--- src/hdl/sem_pkg.sv ---
// Purpose: shared constants and carrier types for the semaphore unit
// Assumes: one 200 MHz system clock
// Notes:   byte addresses are those seen on the system bus
package sem_pkg;

  localparam int unsigned NUM_SEM    = 6;
  localparam logic [7:0]  SYS_BASE   = 8'h17;
  localparam logic [7:0]  SYS_LAST   = 8'h1C;
  localparam int unsigned LOCK_BIT   = 7;
  localparam int unsigned OWNER_BIT  = 6;
  localparam logic        LOCK_RST   = 1'b1;
  // owner flag codes: 1 = local cpu set it, 0 = system processor set it
  localparam logic        OWNER_LOC  = 1'b1;
  localparam logic        OWNER_SYS  = 1'b0;
  localparam int unsigned SYS_OWNED_IDX = 1; // register 1, zero based

  // one access request from the local cpu side
  typedef struct packed {
    logic       req;   // access strobe, one cycle
    logic       rd;    // 1 = read, 0 = write
    logic [2:0] idx;   // register index 0..5
  } sem_acc_t;

  // read answer to one side
  typedef struct packed {
    logic       valid;
    logic [7:0] data;
  } sem_rsp_t;

endpackage

--- src/hdl/sem_cell.sv ---
`timescale 1ns/1ps
// Purpose: one test-and-set lock flag with owner flag and arbitration
// Assumes: at most one access per side per cycle
// Notes:   owner is stored as "local cpu set it"
module sem_cell #(
  parameter logic OWNER_INIT = 1'b1
) (
  input  wire logic clk_sys_i,  // system clock
  input  wire logic rst_i,      // async reset, active high
  input  wire logic loc_hit_i,  // local access to this cell
  input  wire logic loc_rd_i,   // local access is a read
  input  wire logic sys_hit_i,  // system access to this cell
  input  wire logic sys_rd_i,   // system access is a read
  output logic      lock_o,     // lock flag
  output logic      owner_o,    // 1 = local cpu set last
  output logic      sys_see_o   // lock flag as system side reads it
);

  logic lock_q;
  logic lock_d;
  logic owner_q;
  logic owner_d;
  logic loc_rd;
  logic loc_wr;
  logic sys_rd;
  logic sys_wr;

  assign loc_rd = loc_hit_i & loc_rd_i;
  assign loc_wr = loc_hit_i & ~loc_rd_i;
  assign sys_rd = sys_hit_i & sys_rd_i;
  assign sys_wr = sys_hit_i & ~sys_rd_i;

  // ---------------------------------------------------------------------
  // next state
  // ---------------------------------------------------------------------
  always_comb begin
    lock_d  = lock_q;
    owner_d = owner_q;
    if (loc_wr && sys_wr) begin
      lock_d = 1'b0;
    end else if (loc_rd && sys_wr) begin
      lock_d = ~lock_q;
      if (!lock_q) owner_d = sem_pkg::OWNER_LOC;
    end else if (sys_rd && loc_wr) begin
      lock_d = ~lock_q;
      if (!lock_q) owner_d = sem_pkg::OWNER_SYS;
    end else if (loc_rd) begin
      // local wins a tie on a clear flag
      lock_d = 1'b1;
      if (!lock_q) owner_d = sem_pkg::OWNER_LOC;
    end else if (sys_rd) begin
      lock_d = 1'b1;
      if (!lock_q) owner_d = sem_pkg::OWNER_SYS;
    end else if (loc_wr || sys_wr) begin
      lock_d = 1'b0;
    end
  end

  // system reads 1 when the local side took a clear flag this cycle
  assign sys_see_o = lock_q | loc_rd;

  always_ff @(posedge clk_sys_i or posedge rst_i) begin
    if (rst_i) begin
      lock_q  <= sem_pkg::LOCK_RST;
      owner_q <= OWNER_INIT;
    end else begin
      lock_q  <= lock_d;
      owner_q <= owner_d;
    end
  end

  assign lock_o  = lock_q;
  assign owner_o = owner_q;

  // ---------------------------------------------------------------------
  // checks
  // ---------------------------------------------------------------------
  tie_local_wins_a: assert property (
    @(posedge clk_sys_i) disable iff (rst_i)
    (loc_rd && sys_rd && !lock_q) |=> (lock_q && owner_q))
    else $error("tie on clear flag not won by local side");

  double_write_a: assert property (
    @(posedge clk_sys_i) disable iff (rst_i)
    (loc_wr && sys_wr) |=> !lock_q)
    else $error("two writes did not clear flag");

  rd_wr_toggle_a: assert property (
    @(posedge clk_sys_i) disable iff (rst_i)
    ((loc_rd && sys_wr) || (sys_rd && loc_wr)) |=>
      (lock_q != $past(lock_q)))
    else $error("read plus write did not invert flag");

endmodule // sem_cell

--- src/hdl/sem_regs.sv ---
`timescale 1ns/1ps
// Purpose: six shared test-and-set semaphore registers, two sides
// Assumes: system select arrives as a level synchronous to clk_sys_i
// Notes:   read data is registered, one cycle after the access
//
// How it works
// a lone read returns the lock flag, then leaves it set
// a lone write clears the lock flag, data value ignored
// in a clash local reads true flag, system too unless both read clear
// both read clear: local gets 0 and wins, system 1, flag set
// two writes clear; read plus write inverts; reader gets original
// owner flag read-only; 1 to the side that set lock last
// reset sets all locks; local owns all but register 1
// lock in bit 7, owner in bit 6, bits 5..0 zero
// system addresses 0x17 to 0x1C map to the six registers
// system select marks one system access per assertion
// system select edge taken into clock domain; same cycle is a clash
module sem_regs #(
  parameter int unsigned NSEM = sem_pkg::NUM_SEM
) (
  input  wire logic             clk_sys_i,          // system clock
  input  wire logic             rst_i,              // async reset, high
  input  wire sem_pkg::sem_acc_t loc_acc_i,         // local cpu access
  output sem_pkg::sem_rsp_t     loc_rsp_o,          // local read answer
  input  wire logic             system_sel_i,       // system select, high
  input  wire logic             system_read_write_i,// 1 read, 0 write
  input  wire logic [7:0]       system_addr_i,      // system byte address
  output logic [7:0]            system_bus_lines_o, // system read data
  output logic                  system_bus_lines_oe_o, // drive enable
  output logic                  system_ack_o        // answer, one cycle
);

  // ---------------------------------------------------------------------
  // system select event
  // ---------------------------------------------------------------------
  logic       sel_q;
  logic       sys_evt;
  logic       sys_in_rng;
  logic [7:0] sys_off;
  logic [2:0] sys_idx;

  // rising edge of select is the one access event
  assign sys_evt    = system_sel_i & ~sel_q;
  assign sys_in_rng = (system_addr_i >= sem_pkg::SYS_BASE) &&
                      (system_addr_i <= sem_pkg::SYS_LAST);
  assign sys_off    = system_addr_i - sem_pkg::SYS_BASE;
  assign sys_idx    = sys_off[2:0];

  // ---------------------------------------------------------------------
  // cells
  // ---------------------------------------------------------------------
  logic [NSEM-1:0] lock_v;
  logic [NSEM-1:0] owner_v;
  logic [NSEM-1:0] sys_see_v;
  logic [NSEM-1:0] loc_hit_v;
  logic [NSEM-1:0] sys_hit_v;

  for (genvar g = 0; g < NSEM; g++) begin : g_cell
    assign loc_hit_v[g] = loc_acc_i.req && (loc_acc_i.idx == 3'(g));
    // same cycle on both sides is arbitrated inside the cell
    assign sys_hit_v[g] = sys_evt && sys_in_rng &&
                          (sys_idx == 3'(g));
    sem_cell #(
      .OWNER_INIT((g == sem_pkg::SYS_OWNED_IDX) ?
                  sem_pkg::OWNER_SYS : sem_pkg::OWNER_LOC)
    ) u_cell (
      .clk_sys_i (clk_sys_i),
      .rst_i     (rst_i),
      .loc_hit_i (loc_hit_v[g]),
      .loc_rd_i  (loc_acc_i.rd),
      .sys_hit_i (sys_hit_v[g]),
      .sys_rd_i  (system_read_write_i),
      .lock_o    (lock_v[g]),
      .owner_o   (owner_v[g]),
      .sys_see_o (sys_see_v[g])
    );
  end

  // ---------------------------------------------------------------------
  // read data shaping
  // ---------------------------------------------------------------------
  logic       loc_ok;
  logic [7:0] loc_rdata;
  logic [7:0] sys_rdata;
  logic       sys_ok;
  logic       sys_rd_ok;
  logic       sys_wr_ok;
  logic       clash;

  assign loc_ok = loc_acc_i.idx < 3'(NSEM);
  // unmapped local index reads zero
  assign loc_rdata = loc_ok ?
    {lock_v[loc_acc_i.idx], owner_v[loc_acc_i.idx], 6'h00} : 8'h00;
  // system side sees the complement of the stored owner
  assign sys_rdata = {sys_see_v[sys_idx], ~owner_v[sys_idx],
                      6'h00};
  assign sys_ok    = sys_evt && sys_in_rng;
  assign sys_rd_ok = sys_ok & system_read_write_i;
  assign sys_wr_ok = sys_ok & ~system_read_write_i;
  // both sides on one register in one cycle: arbitrated in the cell
  assign clash     = sys_ok && loc_acc_i.req &&
                     (loc_acc_i.idx == sys_idx);

  // ---------------------------------------------------------------------
  // registered outputs
  // ---------------------------------------------------------------------
  logic       loc_vld_q;
  logic [7:0] loc_dat_q;
  logic [7:0] sys_dat_q;
  logic       sys_oe_q;
  logic       sys_ack_q;

  always_ff @(posedge clk_sys_i or posedge rst_i) begin
    if (rst_i) begin
      sel_q     <= 1'b0;
      loc_vld_q <= 1'b0;
      loc_dat_q <= 8'h00;
      sys_dat_q <= 8'h00;
      sys_oe_q  <= 1'b0;
      sys_ack_q <= 1'b0;
    end else begin
      sel_q     <= system_sel_i;
      loc_vld_q <= loc_acc_i.req & loc_acc_i.rd;
      loc_dat_q <= loc_rdata;
      sys_dat_q <= sys_rdata;
      sys_oe_q  <= sys_rd_ok;
      sys_ack_q <= sys_ok;
    end
  end

  assign loc_rsp_o.valid        = loc_vld_q;
  assign loc_rsp_o.data         = loc_dat_q;
  assign system_bus_lines_o     = sys_dat_q;
  assign system_bus_lines_oe_o  = sys_oe_q;
  assign system_ack_o           = sys_ack_q;

  // ---------------------------------------------------------------------
  // checks
  // ---------------------------------------------------------------------
  low_bits_zero_a: assert property (
    @(posedge clk_sys_i) disable iff (rst_i)
    loc_rsp_o.valid |-> (loc_rsp_o.data[5:0] == 6'h00))
    else $error("local read low bits not zero");

  lone_read_a: assert property (
    @(posedge clk_sys_i) disable iff (rst_i)
    (loc_acc_i.req && loc_acc_i.rd && loc_ok && !sys_evt) |=>
      (lock_v[$past(loc_acc_i.idx)] &&
       loc_rsp_o.data[7] == $past(lock_v[loc_acc_i.idx])))
    else $error("lone read did not return and set flag");

  lone_write_a: assert property (
    @(posedge clk_sys_i) disable iff (rst_i)
    (loc_acc_i.req && !loc_acc_i.rd && loc_ok && !sys_evt) |=>
      !lock_v[$past(loc_acc_i.idx)])
    else $error("write did not clear flag");

  sys_ack_one_a: assert property (
    @(posedge clk_sys_i) disable iff (rst_i)
    system_ack_o |=> !system_ack_o)
    else $error("system answer longer than one cycle");

  owner_pair_a: assert property (
    @(posedge clk_sys_i) disable iff (rst_i)
    (system_ack_o && system_bus_lines_oe_o) |->
      (system_bus_lines_o[6] == ~$past(owner_v[sys_idx])))
    else $error("owner flag not complemented");

  // ---------------------------------------------------------------------
  // checks: system side, clashes, unmapped local index, owner moves, reset
  // ---------------------------------------------------------------------
  sys_lone_read_a: assert property (
    @(posedge clk_sys_i) disable iff (rst_i)
    (sys_rd_ok && !clash) |=>
      (lock_v[$past(sys_idx)] &&
       system_bus_lines_o[7] == $past(lock_v[sys_idx])))
    else $error("system read did not return and set flag");

  sys_write_clear_a: assert property (
    @(posedge clk_sys_i) disable iff (rst_i)
    (sys_wr_ok && !clash) |=> !lock_v[$past(sys_idx)])
    else $error("system write did not clear flag");

  clash_local_true_a: assert property (
    @(posedge clk_sys_i) disable iff (rst_i)
    (clash && loc_acc_i.rd) |=>
      (loc_rsp_o.data[7] == $past(lock_v[sys_idx])))
    else $error("local side read a false flag in a clash");

  clash_sys_true_a: assert property (
    @(posedge clk_sys_i) disable iff (rst_i)
    (clash && sys_rd_ok && !(loc_acc_i.rd && !lock_v[sys_idx])) |=>
      (system_bus_lines_o[7] == $past(lock_v[sys_idx])))
    else $error("system side read a false flag in a clash");

  tie_sys_sees_set_a: assert property (
    @(posedge clk_sys_i) disable iff (rst_i)
    (clash && sys_rd_ok && loc_acc_i.rd && !lock_v[sys_idx]) |=>
      (system_bus_lines_o[7] && !loc_rsp_o.data[7]))
    else $error("tie on clear flag not resolved to local side");

  sys_oe_rw_a: assert property (
    @(posedge clk_sys_i) disable iff (rst_i)
    sys_ok |=> (system_ack_o &&
                system_bus_lines_oe_o == $past(system_read_write_i)))
    else $error("system answer or drive enable wrong");

  out_of_range_a: assert property (
    @(posedge clk_sys_i) disable iff (rst_i)
    (sys_evt && !sys_in_rng && !loc_acc_i.req) |=>
      (!system_ack_o && $stable(lock_v) && $stable(owner_v)))
    else $error("unmapped system access had an effect");

  sys_low_bits_a: assert property (
    @(posedge clk_sys_i) disable iff (rst_i)
    system_bus_lines_oe_o |-> (system_bus_lines_o[5:0] == 6'h00))
    else $error("system read low bits not zero");

  loc_unmapped_a: assert property (
    @(posedge clk_sys_i) disable iff (rst_i)
    (loc_acc_i.req && loc_acc_i.rd && !loc_ok) |=>
      (loc_rsp_o.data == 8'h00))
    else $error("unmapped local read not zero");

  owner_moves_a: assert property (
    @(posedge clk_sys_i) disable iff (rst_i)
    ((owner_v ^ $past(owner_v)) & ~(lock_v & ~$past(lock_v))) == '0)
    else $error("owner flag moved without a new lock");

  // no disable: checks the state that reset itself leaves behind
  reset_state_a: assert property (
    @(posedge clk_sys_i)
    rst_i |=> ((&lock_v) &&
               (owner_v == ~(NSEM'(1) << sem_pkg::SYS_OWNED_IDX))))
    else $error("reset state of flags wrong");

endmodule // sem_regs

--- config.mk ---
export PLATFORM = sky130hd
export DESIGN_NAME = sem_regs
export DESIGN_NICKNAME = d
export VERILOG_FILES = /design/src/hdl/sem_pkg.sv /design/src/hdl/sem_cell.sv /design/src/hdl/sem_regs.sv
export SDC_FILE = /design/constraint.sdc
export NUM_CORES = 1
export LEC_CHECK = 0
export BUFFER_PORTS_ARGS = -buffer_cell sky130_fd_sc_hd__buf_2
export CORE_MARGIN = 4
export CORE_UTILIZATION = 31
export DETAILED_ROUTE_END_ITERATION = 16
export GPL_TIMING_DRIVEN = 0
export SETUP_SLACK_MARGIN = 0.15
export SLEW_MARGIN = 20
export SYNTH_ARGS = -nofsm -noshare
export SYNTH_HDL_FRONTEND = slang
export SYNTH_HIERARCHICAL = 1
export SYNTH_SLANG_ARGS = --single-unit
--- constraint.sdc ---
create_clock -name clk_sys_i -period 2.36 [get_ports clk_sys_i]
set_clock_uncertainty 0.05 [all_clocks]
set_input_delay 0.236 -clock clk_sys_i [delete_from_list [all_inputs] [get_ports clk_sys_i]]
set_output_delay 0.236 -clock clk_sys_i [all_outputs]
set_load 0.02 [all_outputs]
==> results of run 1 <==
==> Yosys cell counts <==
cell type,n,area (um2)
inv_1,23,86.3
nand2_1,15,56.3
buf_4,13,97.6
dfstp_2,11,289
dfrtp_1,9,225
a21oi_1,7,35.0
o21ai_0,7,35.0
a221oi_2,6,90.1
ha_1,6,75.1
mux2_2,6,67.6
nand2b_1,6,37.5
o21ai_1,6,30.0
o22ai_1,6,37.5
and3_1,5,31.3
nor2b_1,4,25.0
and2_2,3,22.5
nor2_1,3,11.3
a221o_1,2,20.0
and3b_1,2,17.5
clkbuf_1,2,7.51
mux2i_1,2,20.0
mux4_2,2,45.0
nor3_1,2,10.0
a31oi_1,1,6.26
and2_1,1,6.26
conb_1,1,3.75
nand3_1,1,5.00
nor3b_1,1,7.51
nor4_4,1,21.3
or2b_2,1,8.76
or4b_4,1,13.8
==> routing by layer <==
metal	wire, um	part of all wire (%)
met5	0	0
met4	16	0.53
met2	1310	43
met1	1540	51
met3	148	4.9
==> area by class of cell <==
cell class / instances / area share, %
well taps: 52 / 3.70
clock buffers: 3 / 2.35
plain buffers: 15 / 5.98
flip-flops and latches: 20 / 29.3
inverters: 23 / 4.91
repair buffers: 25 / 7.69
clock inverters: 1 / 1.71
multi-input cells: 109 / 44.4
==> kinds of logic (layout without fill, tap and decap cells) <==
group | after synthesis | count (layout) | synth area share, %
buf+inv | 38 | 67 | 13.2
compound gates | 35 | 35 | 17.6
simple gates | 46 | 46 | 19.0
mux | 10 | 10 | 9.18
flops | 20 | 20 | 35.6
fa+ha+maj | 6 | 6 | 5.19
other cells | 1 | 12 | 0.259
==> power groups by stage <==
stage	Clock (W)	Combinational (W)	Sequential [W]
after floorplan	0	0.000238	0.000555
after global placement	0	0.000343	0.000556
after detailed placement	0	0.000346	0.000557
after CTS	0.000357	0.000349	0.000552
after global routing	0.000371	0.000393	0.000568
final	0.000347	0.000347	0.000551
==> layout by cell type, fill, tap and decap left out <==
| cell type | count |
|---|---|
| a21oi_1 | 7 |
| a221o_1 | 2 |
| a221oi_2 | 6 |
| a31oi_1 | 1 |
| and2_1 | 1 |
| and2_2 | 3 |
| and3_1 | 5 |
| and3b_1 | 2 |
| buf_2 | 22 |
| buf_4 | 15 |
| bufinv_16 | 1 |
| clkbuf_1 | 2 |
| clkbuf_8 | 3 |
| conb_1 | 12 |
| dfrtp_1 | 9 |
| dfstp_2 | 11 |
| dlygate4sd3_1 | 1 |
| ha_1 | 6 |
| inv_1 | 23 |
| mux2_2 | 6 |
| mux2i_1 | 2 |
| mux4_2 | 2 |
| nand2_1 | 15 |
| nand2b_1 | 6 |
| nand3_1 | 1 |
| nor2_1 | 3 |
| nor2b_1 | 4 |
| nor3_1 | 2 |
| nor3b_1 | 1 |
| nor4_4 | 1 |
| o21ai_0 | 7 |
| o21ai_1 | 6 |
| o22ai_1 | 6 |
| or2b_2 | 1 |
| or4b_4 | 1 |
==> per-stage QoR <==
| stage | hold slack, ps | power (W) | setup slack [ps] |
|---|---|---|---|
| after floorplan | -73.5 | 0.000793 | 488 |
| final | 37.3 | 0.00125 | 315 |
| after detailed placement | 143 | 0.000903 | 296 |
| after CTS | 28.0 | 0.00126 | 280 |
| after global routing | 35.6 | 0.00133 | 152 |
| after global placement | 146 | 0.000899 | 304 |
==> repair_timing <==
item	4_1_cts	5_1_grt
endpoints found under the hold margin	9	0
setup endpoints to repair	0	2
hold buffers	1	0
setup buffers	0	2
==> path summary, 6_finish.rpt <==
kind	slack, ps	endpoint	depth (start not counted)	from
setup / recovery	320	flip-flop	7	sel_q
hold / removal	40	sel_q	1	system_sel_i
setup reg to reg	320	flip-flop	7	sel_q
hold reg to reg	450	flip-flop	2	flip-flop
max in group asynchronous	1560	system_bus_lines_o[6]	3	rst_i
min in group asynchronous	390	async pin	3	rst_i
==> impl_metrics.tcl, run 1 <==
set metrics [dict create \
    worstSetupEndpointType "flip-flop" \
    seqCellArea_um2 514 \
    postPlaceCellArea_um2 1660 \
    arrival_ps 2190 \
    synthToLayoutAreaGrowth_pct 21.6 \
    sequentialPowerShare_pct 44.2 \
    worstSetupStartpointType "flip-flop" \
    initial_utilization_pct 32.5 \
    timing.hold.worst.class "in2reg" \
    final_period_minus_worst_setup_slack_ps 2040 \
    internal_power_w 0.000872 \
    total_of_fill_cells_in_the_finished_design 465 \
    avgViaCountPerCell 4.53 \
    met2_usage_pct 16.6 \
    post-place-cells 241 \
    globalplace.congestion 0.813 \
    final_layout_size_suffix_gt1_share_pct 36.7 \
    nNetsFinal 220 \
    clock_latency_ps 260 \
    cp_num_buf_inv 1 \
    ys.warnings.count 6 \
    first_pass_iters 4 \
    design_area_um2 1760 \
    p_comb_share_pct 27.9 \
    layout_worst_path_cycle_share_pct 86.6 \
    synth-seq-cells 20 \
    worst-setup-path-type "reg2reg" \
    slew_violations 0 \
    synth_cells 156 \
    synth.avg_cell_area_um2 9.26 \
    place.detailed.hpwl_um 2390 \
    rows 24 \
    critical_path.top_delay_family "simple AND/OR/NAND/NOR gates" \
    status "finished clean" \
    clock-sinks 20 \
    critical_path.max_fanout 5 \
    postRouteAntennaNets 0 \
    synth.yosys.seq_area_share_pct 35.6 \
    cts.root.buffer_cell "clkbuf_8" \
    grt_util_all_layers_pct 11.3 \
    drc_errors 0 \
    grt-busiest-layer "met2" \
    grt_max_degree 20 \
    max-clock-path-buffers 2 \
    grt_pass1_vias 1114 \
    net-switching-power_w 0.000374 \
    stdcell_count 248 \
    tns_ps 0 \
    port_buffers 22 \
    cts_tree "yes" \
    fp.dieW_um 76.3 \
    switching_share_pct 30.0 \
    crit_path_cell_trace "or4b_4, nor4_4, buf_4, and2_2, nand2_1, o21ai_0, o21ai_1" \
    multi_input_comb_area_um2 781 \
    power_density_nw_per_um2 709 \
    core_region_area_um2 4440 \
    clk_pin_slew_ps 80 \
    finalSetupViolCount 0 \
    max-cap-violations 0 \
    post_synth_num_cell_types 31 \
    dr.first_iter.drc_count 47 \
    final_core_util_pct 39.6 \
    overflow 0 \
    syn-cell-area_um2 1450 \
    die_height_um 76.3 \
    gr-usage-met3_pct 3.19 \
    grtUsageMet1_pct 16.3 \
    insertedDiodeCount 0 \
    cts_buffers 3 \
    grt_setup_unrepaired "false" \
    clockPowerShare_pct 27.9 \
    floorplan.die_area_um2 5820 \
    cellLeakagePower_nw 0.829 \
    critPathSlowestCell "or4b_4" \
    num_vias 1124 \
    max_stage_delay_on_crit_path_ps 550 \
    grt_first_pass_wirelength_um 5300 \
    io_pins 36 \
    timing.final.hold_violations 0 \
    maximum_resistive_drop_on_vdd_mv 0.518 \
    post_cts.resized_instances 0 \
    wl_cell_um 12.2 \
    clock_tree.htree_level_count 1 \
    antenna_found_initial 0 \
    max_clock_freq_ghz 0.489 \
    critPathRequiredTime_ps 2500 \
    wl_um 3010 \
]
(Power assumes the default switching activity.)
==> inputs of run 2 (changes only) <==
--- a/config.mk
+++ b/config.mk
@@ -6,10 +6,13 @@
 export NUM_CORES = 1
 export LEC_CHECK = 0
 export BUFFER_PORTS_ARGS = -buffer_cell sky130_fd_sc_hd__buf_2
+export CELL_PAD_IN_SITES_DETAIL_PLACEMENT = 1
+export CELL_PAD_IN_SITES_GLOBAL_PLACEMENT = 2
 export CORE_MARGIN = 4
 export CORE_UTILIZATION = 31
 export DETAILED_ROUTE_END_ITERATION = 16
 export GPL_TIMING_DRIVEN = 0
+export PLACE_DENSITY_LB_ADDON = 0.1
 export SETUP_SLACK_MARGIN = 0.15
 export SLEW_MARGIN = 20
 export SYNTH_ARGS = -nofsm -noshare
==> constraint.sdc (replaced) <==
create_clock -name clk_sys_i -period 2.36 [get_ports clk_sys_i]
set_clock_uncertainty 0.05 [all_clocks]
set_input_delay 0.354 -clock clk_sys_i [delete_from_list [all_inputs] [get_ports clk_sys_i]]
set_output_delay 0.354 -clock clk_sys_i [all_outputs]
set_load 0.02 [all_outputs]
==> run 2 against run 1 <==
  * Global-route usage rose by 2.4 points
  * Fmax is 1.7% lower
  * Flip-flop and latch count unchanged
  * Routed wire length grew 27%
  * Utilization is 0.14 points lower
==> impl_metrics.tcl, run 2 (same netlist as run 1, synthesis figures left out) <==
set metrics [dict create \
    grt_max_degree 20 \
    wl_cell_um 15.5 \
    globalplace.congestion 0.828 \
    max-clock-path-buffers 2 \
    num_vias 1232 \
    total_of_fill_cells_in_the_finished_design 536 \
    holdPathStages 1 \
    worstReg2RegStart "sel_q" \
    finalSetupViolCount 0 \
    worstSetupEndpointType "flip-flop" \
    cts_buffers 3 \
    floorplan.die_area_um2 5820 \
    insertedDiodeCount 0 \
    drc_errors 0 \
    cts.root.buffer_cell "clkbuf_8" \
    overflow 0 \
    post-place-cells 241 \
    clock-sinks 20 \
    worstSetupStartpointType "flip-flop" \
    grt_pass1_vias 1392 \
    timing.hold.ws_ps 150 \
    place.detailed.hpwl_um 3060 \
    dr.first_iter.drc_count 79 \
    synthToLayoutAreaGrowth_pct 21.2 \
    minimum_setup_slack_after_placement_ps 137 \
    port_buffers 22 \
    final_core_util_pct 39.4 \
    max_clock_freq_ghz 0.481 \
    clock_latency_ps 260 \
    final_layout_size_suffix_gt1_share_pct 36.9 \
    timing.final.hold_violations 0 \
    grt_util_all_layers_pct 13.7 \
    worst-setup-path-type "reg2reg" \
    slew_violations 0 \
    status "finished clean" \
    multi_input_comb_area_um2 782 \
    arrival_ps 2180 \
    power_density_nw_per_um2 725 \
    critical_path.max_fanout 8 \
    layout_common_cells "inv_1 (23), buf_2 (22), nand2_1 (15)" \
    stdcell_count 247 \
    hold_start "system_sel_i" \
    die_height_um 76.3 \
    grt_setup_unrepaired "false" \
    first_pass_iters 4 \
    core_region_area_um2 4440 \
    mostFrequentLayoutCell "inv_1" \
    maximum_resistive_drop_on_vdd_mv 0.324 \
    critPathRequiredTime_ps 2460 \
    nNetsFinal 219 \
    timing.hold.worst.class "in2reg" \
    layout_worst_path_cycle_share_pct 88.1 \
    io_pins 36 \
    cts_tree "yes" \
    antenna_found_initial 0 \
    fp.dieW_um 76.3 \
    grt_first_pass_wirelength_um 6560 \
    max-cap-violations 0 \
    worst-r2r-setup-slack_ps 280 \
    final_period_minus_worst_setup_slack_ps 2080 \
    final_critical_path_setup_slack_ps 280 \
    wl_um 3830 \
    cellLeakagePower_nw 0.823 \
    postRouteAntennaNets 0 \
    avgViaCountPerCell 4.99 \
    clk_pin_slew_ps 80 \
    tns_ps 0 \
    seqCellArea_um2 514 \
    worst_hold_path.endpoint "sel_q" \
    rows 24 \
    initial_utilization_pct 32.5 \
    clock_tree.htree_level_count 1 \
    worst_r2r_path_depth 7 \
]
run 2: area by class of cell:
cell class              count  share of cell area [%]
plain buffers              15                    6.00
clock inverters             1                    1.71
repair buffers             24                    7.29
inverters                  23                    4.93
well taps                  52                    3.71
multi-input cells         109                    44.6
flip-flops and latches     20                    29.4
clock buffers               3                    2.36
run 2: worst max path at each step:
stage,from,end,slack (ps),cells past startpoint
floorplan,sel_q,flip-flop,490,6
global placement,system_addr_i[0],system_bus_lines_o[6],180,6
detailed placement,system_addr_i[7],flip-flop,140,7
CTS,sel_q,flip-flop,180,6
global route,sel_q,flip-flop,150,7
finish,sel_q,flip-flop,280,7
run 2: metrics by stage:
stage | power, W | area, um2
final | 0.00127 | 1750
after global routing | 0.00136 | 1750
after CTS | 0.00129 | 1740
after detailed placement | 0.000923 | 1660
after global placement | 0.000901 | 1660
after floorplan | 0.000793 | 1490
run 2: metal layers:
layer,track usage (%),vias to the layer above,share of wire (%)
met3,2.36,6,4.0
li1,-,591,-
met4,4.53,0,1.4
met5,0,-,0
met1,17.5,609,44
met2,23.3,26,51
run 2: where the power goes:
group | total, W | leakage [nW] | switching [W] | internal [W]
clock network | 0.000353 | 0.0357 | 0.000126 | 0.000227
registers | 0.000558 | 0.228 | 0.0000871 | 0.000471
logic | 0.000359 | 0.560 | 0.000184 | 0.000175
run 2: timing repair:
item / CTS / global route
endpoints found under the setup margin: 0 / 7
hold endpoints to repair: 1 / 0
hold buffers: 1 / 0
setup buffers: 0 / 1
resized for setup: 0 / 2
run 2: worst max-delay path: stages, from the launching register on:
cell	delay [ps]
dfrtp_1	380
or4b_4	550
nor4_4	270
buf_4	170
and3_2	250
nand2_1	60
o21ai_0	150
o21ai_1	90
